--- src/handler_io_pkg.sv ---
/*
  Shared constants and types for the handler parallel I/O link.
  Assumes a single 10 MHz clock on both ends; all pins are active low.
*/
package handler_io_pkg;
  localparam int unsigned CLK_HZ          = 10_000_000;
  localparam int unsigned MEASURE_TRIGGER_N_MIN_US     = 100;
  localparam int unsigned MEASURE_TRIGGER_N_MIN_CYC    =
    (MEASURE_TRIGGER_N_MIN_US * (CLK_HZ / 1_000_000) < 1) ? 1 :
    MEASURE_TRIGGER_N_MIN_US * (CLK_HZ / 1_000_000);
  localparam int unsigned DONE_DELAY_US   = 30;
  localparam int unsigned DONE_DELAY_CYC  =
    DONE_DELAY_US * (CLK_HZ / 1_000_000);
  localparam int unsigned PANEL_W         = 7;
  localparam int unsigned BIN_N           = 13;
  localparam int unsigned RESULT_W        = 15;
  // Positions of the comparator meanings on the shared result lines
  localparam int unsigned POS_MAIN_HIGH   = 0;
  localparam int unsigned POS_MAIN_IN     = 1;
  localparam int unsigned POS_MAIN_LOW    = 2;
  localparam int unsigned POS_SUB_HIGH    = 3;
  localparam int unsigned POS_SUB_IN      = 4;
  localparam int unsigned POS_SUB_LOW     = 5;
  localparam int unsigned POS_PASS        = 6;
  localparam int unsigned POS_NO_BIN      = 13;
  localparam int unsigned POS_SUB_FAIL    = 14;
  localparam logic [14:0] RESULT_IDLE_N   = 15'h7fff;
  typedef enum logic [1:0] {
    JUDGE_HIGH = 2'h0,
    JUDGE_IN   = 2'h1,
    JUDGE_LOW  = 2'h2,
    JUDGE_NONE = 2'h3
  } judge_t;
endpackage

--- src/handler_io_if.sv ---
/*
  Handler I/O wires between instrument and handler.
  Assumes both ends share sys_clk; every line is negative logic.
*/
interface handler_io_if;
  logic        measure_trigger_n;
  logic [6:0]  panel_select_n;
  logic        panel_load_strobe_n;
  logic        selfcal_request_n;
  logic [14:0] result_lines_n;
  logic        analog_done_n;
  logic        measure_done_n;
  logic        error_n;
  modport device (
    input  measure_trigger_n, panel_select_n, panel_load_strobe_n,
           selfcal_request_n,
    output result_lines_n, analog_done_n, measure_done_n, error_n
  );
  modport handler (
    output measure_trigger_n, panel_select_n, panel_load_strobe_n,
           selfcal_request_n,
    input  result_lines_n, analog_done_n, measure_done_n, error_n
  );
endinterface

--- src/handler_io_device.sv ---
/*
  Instrument end of the handler I/O: trigger capture, panel load,
  judgement output and done sequencing.
  Assumes the measurement core answers start with analog/judge pulses.
*/
module handler_io_device
  import handler_io_pkg::*;
(
  input  wire logic                   sys_clk,
  input  wire logic                   rstn,
  handler_io_if.device                io,
  input  wire logic                   ext_trigger_mode,
  input  wire logic                   bin_mode,
  input  wire logic                   judge_reset_en,
  input  wire logic [15:0]            done_delay_extra,
  output logic                        meas_start,
  output logic                        meas_selfcal,
  output logic                        panel_load,
  output logic [6:0]                  panel_number,
  input  wire logic                   analog_end,
  input  wire logic                   judge_ready,
  input  handler_io_pkg::judge_t      main_judge,
  input  handler_io_pkg::judge_t      sub_judge,
  input  wire logic [12:0]            bin_hit,
  input  wire logic                   sub_fail,
  input  wire logic                   level_abnormal,
  input  wire logic                   low_c_detect,
  input  wire logic                   voltage_abnormal
);
  typedef enum logic [3:0] {
    ST_IDLE   = 4'b0001,
    ST_ANALOG = 4'b0010,
    ST_JUDGE  = 4'b0100,
    ST_DELAY  = 4'b1000
  } state_t;

  logic [1:0]  measure_trigger_n_sync_reg;
  logic [1:0]  strobe_sync_reg;
  logic [1:0]  cal_sync_reg;
  logic [13:0] psel_sync_reg;
  logic [1:0]  measure_trigger_n_next;
  logic [1:0]  strobe_next;
  logic [1:0]  cal_next;
  logic [13:0] psel_next;
  state_t      state_reg, state_next;
  logic [15:0] low_cnt_reg, low_cnt_next;
  logic        fired_reg, fired_next;
  logic [31:0] dly_reg, dly_next;
  logic [14:0] res_reg, res_next;
  logic        adone_reg, adone_next;
  logic        mdone_reg, mdone_next;
  logic        err_reg, err_next;
  logic        start_reg, start_next;
  logic        cal_reg, cal_next_q;
  logic        load_reg, load_next;
  logic [6:0]  pnum_reg, pnum_next;
  logic [14:0] judged;

  function automatic logic [2:0] judge_onehot(input judge_t j);
    judge_onehot = {j == JUDGE_LOW, j == JUDGE_IN, j == JUDGE_HIGH};
  endfunction

  // Result pattern in active-high sense
  always_comb begin
    judged = '0;
    if (bin_mode) begin
      judged[BIN_N-1:0]   = bin_hit;
      judged[POS_NO_BIN]  = ~|bin_hit;
      judged[POS_SUB_FAIL] = sub_fail;
    end else begin
      judged[POS_MAIN_LOW:POS_MAIN_HIGH] = judge_onehot(main_judge);
      judged[POS_SUB_LOW:POS_SUB_HIGH]   = judge_onehot(sub_judge);
      judged[POS_PASS] =
        (main_judge == JUDGE_IN || main_judge == JUDGE_NONE) &&
        (sub_judge == JUDGE_IN || sub_judge == JUDGE_NONE) &&
        !(main_judge == JUDGE_NONE && sub_judge == JUDGE_NONE);
    end
  end

  always_comb begin
    measure_trigger_n_next   = {measure_trigger_n_sync_reg[0], io.measure_trigger_n};
    strobe_next = {strobe_sync_reg[0], io.panel_load_strobe_n};
    cal_next    = {cal_sync_reg[0], io.selfcal_request_n};
    psel_next   = {psel_sync_reg[6:0], io.panel_select_n};
  end

  always_comb begin
    state_next   = state_reg;
    low_cnt_next = low_cnt_reg;
    fired_next   = fired_reg;
    dly_next     = dly_reg;
    res_next     = res_reg;
    adone_next   = adone_reg;
    mdone_next   = mdone_reg;
    start_next   = 1'b0;
    cal_next_q   = cal_reg;
    load_next    = 1'b0;
    pnum_next    = pnum_reg;
    err_next     = level_abnormal | low_c_detect | voltage_abnormal;
    // Low width counted on the synchronised trigger
    if (measure_trigger_n_sync_reg[1]) begin
      low_cnt_next = '0;
      fired_next   = 1'b0;
    end else if (low_cnt_reg != 16'hffff) begin
      low_cnt_next = low_cnt_reg + 16'h0001;
    end
    unique case (state_reg)
      ST_IDLE: begin
        if (ext_trigger_mode && !fired_reg && !measure_trigger_n_sync_reg[1] &&
            low_cnt_reg >= 16'(MEASURE_TRIGGER_N_MIN_CYC - 1)) begin
          fired_next = 1'b1;
          start_next = 1'b1;
          cal_next_q = ~cal_sync_reg[1];
          if (!strobe_sync_reg[1]) begin
            load_next = 1'b1;
            pnum_next = ~psel_sync_reg[13:7];
          end
          adone_next = 1'b0;
          mdone_next = 1'b0;
          if (judge_reset_en) begin
            res_next = '0;
          end
          state_next = ST_ANALOG;
        end
      end
      ST_ANALOG: begin
        if (analog_end) begin
          adone_next = 1'b1;
          state_next = ST_JUDGE;
        end
      end
      ST_JUDGE: begin
        if (judge_ready) begin
          res_next   = judged;
          dly_next   = 32'(DONE_DELAY_CYC) + 32'(done_delay_extra);
          state_next = ST_DELAY;
        end
      end
      ST_DELAY: begin
        if (dly_reg <= 32'h0000_0001) begin
          mdone_next = 1'b1;
          state_next = ST_IDLE;
        end else begin
          dly_next = dly_reg - 32'h0000_0001;
        end
      end
      default: state_next = ST_IDLE;
    endcase
  end

  always_ff @(posedge sys_clk or negedge rstn) begin
    if (!rstn) begin
      measure_trigger_n_sync_reg   <= 2'h3;
      strobe_sync_reg <= 2'h3;
      cal_sync_reg    <= 2'h3;
      psel_sync_reg   <= 14'h3fff;
      state_reg       <= ST_IDLE;
      low_cnt_reg     <= '0;
      fired_reg       <= 1'b1;
      dly_reg         <= '0;
      res_reg         <= '0;
      adone_reg       <= 1'b0;
      mdone_reg       <= 1'b0;
      err_reg         <= 1'b0;
      start_reg       <= 1'b0;
      cal_reg         <= 1'b0;
      load_reg        <= 1'b0;
      pnum_reg        <= '0;
    end else begin
      measure_trigger_n_sync_reg   <= measure_trigger_n_next;
      strobe_sync_reg <= strobe_next;
      cal_sync_reg    <= cal_next;
      psel_sync_reg   <= psel_next;
      state_reg       <= state_next;
      low_cnt_reg     <= low_cnt_next;
      fired_reg       <= fired_next;
      dly_reg         <= dly_next;
      res_reg         <= res_next;
      adone_reg       <= adone_next;
      mdone_reg       <= mdone_next;
      err_reg         <= err_next;
      start_reg       <= start_next;
      cal_reg         <= cal_next_q;
      load_reg        <= load_next;
      pnum_reg        <= pnum_next;
    end
  end

  // Pins are negative logic
  assign io.result_lines_n = ~res_reg;
  assign io.analog_done_n  = ~adone_reg;
  assign io.measure_done_n = ~mdone_reg;
  assign io.error_n        = ~err_reg;
  assign meas_start        = start_reg;
  assign meas_selfcal      = cal_reg;
  assign panel_load        = load_reg;
  assign panel_number      = pnum_reg;
endmodule

--- src/flat_wrapper.sv ---
// flat-port wrapper written by rule: the top's interface ports become plain ports
module handler_io_device_flat import handler_io_pkg::*;
  (sys_clk, rstn, ext_trigger_mode, bin_mode, judge_reset_en, done_delay_extra, meas_start, meas_selfcal, panel_load, panel_number, analog_end, judge_ready, main_judge, sub_judge, bin_hit, sub_fail, level_abnormal, low_c_detect, voltage_abnormal, io_measure_trigger_n, io_panel_select_n, io_panel_load_strobe_n, io_selfcal_request_n, io_result_lines_n, io_analog_done_n, io_measure_done_n, io_error_n);
  handler_io_if io_i ();
  input  wire logic sys_clk;
  input  wire logic rstn;
  input  wire logic ext_trigger_mode;
  input  wire logic bin_mode;
  input  wire logic judge_reset_en;
  input  wire logic [15:0] done_delay_extra;
  output logic meas_start;
  output logic meas_selfcal;
  output logic panel_load;
  output logic [6:0] panel_number;
  input  wire logic analog_end;
  input  wire logic judge_ready;
  input  handler_io_pkg::judge_t main_judge;
  input  handler_io_pkg::judge_t sub_judge;
  input  wire logic [12:0] bin_hit;
  input  wire logic sub_fail;
  input  wire logic level_abnormal;
  input  wire logic low_c_detect;
  input  wire logic voltage_abnormal;
  input wire logic [$bits(io_i.measure_trigger_n)-1:0] io_measure_trigger_n;
  input wire logic [$bits(io_i.panel_select_n)-1:0] io_panel_select_n;
  input wire logic [$bits(io_i.panel_load_strobe_n)-1:0] io_panel_load_strobe_n;
  input wire logic [$bits(io_i.selfcal_request_n)-1:0] io_selfcal_request_n;
  output wire logic [$bits(io_i.result_lines_n)-1:0] io_result_lines_n;
  output wire logic [$bits(io_i.analog_done_n)-1:0] io_analog_done_n;
  output wire logic [$bits(io_i.measure_done_n)-1:0] io_measure_done_n;
  output wire logic [$bits(io_i.error_n)-1:0] io_error_n;
  assign io_i.measure_trigger_n = io_measure_trigger_n;
  assign io_i.panel_select_n = io_panel_select_n;
  assign io_i.panel_load_strobe_n = io_panel_load_strobe_n;
  assign io_i.selfcal_request_n = io_selfcal_request_n;
  assign io_result_lines_n = io_i.result_lines_n;
  assign io_analog_done_n = io_i.analog_done_n;
  assign io_measure_done_n = io_i.measure_done_n;
  assign io_error_n = io_i.error_n;
  handler_io_device u_core (.sys_clk(sys_clk), .rstn(rstn), .io(io_i), .ext_trigger_mode(ext_trigger_mode), .bin_mode(bin_mode), .judge_reset_en(judge_reset_en), .done_delay_extra(done_delay_extra), .meas_start(meas_start), .meas_selfcal(meas_selfcal), .panel_load(panel_load), .panel_number(panel_number), .analog_end(analog_end), .judge_ready(judge_ready), .main_judge(main_judge), .sub_judge(sub_judge), .bin_hit(bin_hit), .sub_fail(sub_fail), .level_abnormal(level_abnormal), .low_c_detect(low_c_detect), .voltage_abnormal(voltage_abnormal));
endmodule
--- config.mk ---
export PLATFORM = sky130hd
export DESIGN_NAME = handler_io_device_flat
export DESIGN_NICKNAME = d
export VERILOG_FILES = /design/src/handler_io_pkg.sv /design/src/handler_io_if.sv /design/src/handler_io_device.sv /design/src/flat_wrapper.sv
export SDC_FILE = /design/constraint.sdc
export NUM_CORES = 1
export LEC_CHECK = 0
export BUFFER_PORTS_ARGS = -buffer_cell sky130_fd_sc_hd__buf_4
export CAP_MARGIN = 20
export CORE_ASPECT_RATIO = 1.4
export CORE_MARGIN = 2
export CORE_UTILIZATION = 43
export CTS_BUF_LIST = sky130_fd_sc_hd__clkbuf_16
export CTS_CLUSTER_SIZE = 8
export DETAILED_ROUTE_END_ITERATION = 6
export GPL_TIMING_DRIVEN = 0
export HOLD_SLACK_MARGIN = 0.1
export PLACE_DENSITY = 0.75
export SYNTH_ARGS = -nofsm -noshare
export SYNTH_HDL_FRONTEND = slang
export SYNTH_SLANG_ARGS = --single-unit
--- constraint.sdc ---
create_clock -name sys_clk -period 5.7 [get_ports sys_clk]
set_input_delay 1.14 -clock sys_clk [delete_from_list [all_inputs] [get_ports sys_clk]]
set_output_delay 1.14 -clock sys_clk [all_outputs]
set_load 0.02 [all_outputs]
==> impl_metrics.ini <==
[status]
status = finished clean

[setup_path]
worstPathMaxFanout = 8
critPathLaunch = u_core.dly_reg[6]
cp_top_family = simple AND/OR/NAND/NOR gates
start_kind = flip-flop
crit_required_ns = 5.90
slowest_delay_ns = 0.80
endpoint = u_core.dly_reg[9]
rr_worst_depth = 5
path_buf_inv = 0
slowest_stage = or4_1
worstSetupEndpointType = flip-flop
r2r_slack_ns = 2.67
r2r_start = u_core.dly_reg[6]
cp.arrival_ns = 3.23
worstSetupPathType = reg -> reg
path_depth = 5
crit_chain = nor4_1, nand3_1, or4_1, nand2_1, o221ai_1
r2r-end = u_core.dly_reg[9]

[power]
power_mw = 1.44
power_leakage_nw = 2.67
powerDensity_nw_per_um2 = 231
ir_worst_vdd_uv = 130

[global_route]
grt_max_degree = 54
antenna_found_initial = 0
grt_pass1_wl_mm = 20.8
grt_pass1_vias = 4436
overflow = 0
grt.total_usage = 0.204

[floorplanning]
ioPinCount = 82
die_area_sq_um = 12700
coreArea_sq_um = 11700
die_w_um = 95.9
start_util = 0.435
fp.dieH_um = 133
row_count = 47

[timing]
fin_setup_tns_ns = 0
drv_slew = 0
setup_viol = 0
finalHoldViolations = 0
fin_crit_sh = 0.532
timing.slew.headroom = 0.352
layout_min_cycle_time_ns = 3.03
tightest_slew_ns = 0.963
rsz0062_at_grt = false
worst_clock_skew_ns = 0.00633
fmax_mhz = 330

[place]
gp_congestion = 0.839
portBuffers = 81
dp_hpwl_mm = 8.94

[cts]
cts_tree = built
numCtsBuffers = 9
cts_resized = 0
clk_latency_ns = 0.34
postCtsSetupBuffers = 0
ctsHoldBuffers = 0
cts_sinks = 101
ctsHtreeMaxLevel = 3
clk_pin_slew_ns = 0.07
ctsRootBufferMaster = clkbuf_16
cts_buffer_depth = 2

[logic_synthesis]
synthArstFlopShare = 1.00
synth_fp_nets = 572
synth_fa_ha_area_frac = 0.00984
synth_ff_type = dfrtp_1
synthXorXnorAreaFrac = 0.0482
syn_avg_cell_area_sq_um = 9.90
ys_seq_area_frac = 0.502
ys_types = 60
synth-edff-count = 0
yosysWarningCount = 0
synth_top_family_by_area = simple AND/OR/NAND/NOR gates
synth_mux_area_frac = 0.0485
synthSimpleGateAreaFrac = 0.198
ys_seq_elements = 101
syn-cell-area_sq_um = 5090
syn_inst = 514
synth_compound_area_frac = 0.157

[finish]
layout-drive-gt1-share = 0.222
final_nets = 666
n_antenna_cell = 0
layout_common_cells = buf_4 (81), dfrtp_1 (79), nor2_1 (48), nand2_1 (34), inv_1 (33)
mostFrequentLayoutCell = buf_4
n_fill_cell = 1034
largest_reg_flops = 32
area_delta_synth_final_pct = 22.1

[route]
drc = 0
via_count = 4367
drt_first_pass_iters = 4
drt_iter0_markers = 273
vias_per_cell = 5.75
routedWlPerCell_um = 16.1
routed_wl_mm = 12.2
ant_nets = 0

[hold_path]
hp-class = reg -> reg

[run]
drv_cap = 0
[layer usage]
| metal | wire [um] | global-route usage |
|---|---|---|
| met5 | 0 | 0 |
| met4 | 242 | 0.0794 |
| met3 | 549 | 0.0302 |
| met2 | 6520 | 0.347 |
| met1 | 4890 | 0.258 |
[cell families (layout without fill, tap and decap cells)]
group,after synthesis,in the layout
simple gates,188,188
compound gates,120,120
flops,101,101
buf+inv,49,148
xor+xnor,28,28
mux,24,24
fa+ha+maj,4,4
[worst register-to-register path, cell delays in order, from the launching register on]
cell and delay [ns]:
dfrtp_1 0.42, nor4_1 0.74, nand3_1 0.47, or4_1 0.80
nand2_1 0.28, o221ai_1 0.18
[synthesized netlist by cell type (3+ instances only)]
library cell  number  area (sq um)
o21ai_0           28           140
mux2i_1           19           190
mux2_2             5          56.3
ha_1               4          50.1
dfstp_2           22           578
nand2b_1           3          18.8
inv_1             31           116
or4_1              8          60.1
nor4_1            13          81.3
o41ai_1            4          35.0
or3_1             12          75.1
xnor2_1           18           158
a31oi_1            4          25.0
clkbuf_1          16          60.1
nand4_1            8          50.1
a22o_1             5          43.8
and3_1             4          25.0
nand2_1           34           128
o211ai_1           4          30.0
o311ai_0           3          26.3
nor3_1            14          70.1
nor2_1            48           180
xor2_1            10          87.6
nand3_1           21           105
dfrtp_1           79          1980
a2111oi_0          4          35.0
nor4b_1            4          35.0
a211oi_1           5          37.5
a21oi_1           31           155
nor3b_1            3          22.5
o31ai_1           10          75.1
[final cells by class]
type	count	area (sq um)	area share
Clock buffer	9	225	0.0363
Timing Repair Buffer	83	641	0.103
Sequential cell	101	2550	0.411
Tap cell	147	184	0.0296
Multi-Input combinational cell	364	2350	0.378
Buffer	18	68.8	0.0111
Clock inverter	7	73.8	0.0119
Inverter	31	116	0.0187
[where the power goes]
group	switching, mW	total, mW	internal, mW
sequential	0.00470	0.736	0.731
clock	0.271	0.615	0.344
combinational	0.0450	0.0855	0.0405
total	0.321	1.44	1.12
[worst min-delay path by stage]
stage | startpoint | end | slack (ns) | depth (start not counted)
5_1_grt | u_core.psel_sync_reg[2] | u_core.psel_sync_reg[9] | 0.36 | 0
4_1_cts | u_core.cal_sync_reg[0] | u_core.cal_sync_reg[1] | 0.36 | 0
3_5_place_dp | u_core.psel_sync_reg[2] | u_core.psel_sync_reg[9] | 0.35 | 0
2_1_floorplan | u_core.cal_sync_reg[0] | u_core.cal_sync_reg[1] | 0.35 | 0
3_3_place_gp | u_core.measure_trigger_n_sync_reg[0] | u_core.measure_trigger_n_sync_reg[1] | 0.35 | 0
6_report | u_core.cal_sync_reg[0] | u_core.cal_sync_reg[1] | 0.36 | 0
[per-stage QoR]
step	hold slack, ns	setup WS (ns)	utilization	std cells	instance area (sq um)
after floorplan	0.345	3.13	-	514	5090
after global placement	0.346	2.69	0.502	742	5880
after detailed placement	0.347	2.66	0.505	744	5910
after CTS	0.359	2.74	0.531	760	6210
after global routing	0.363	2.54	0.531	760	6210
final	0.359	2.67	0.531	760	6210
(Power assumes the default switching activity.)
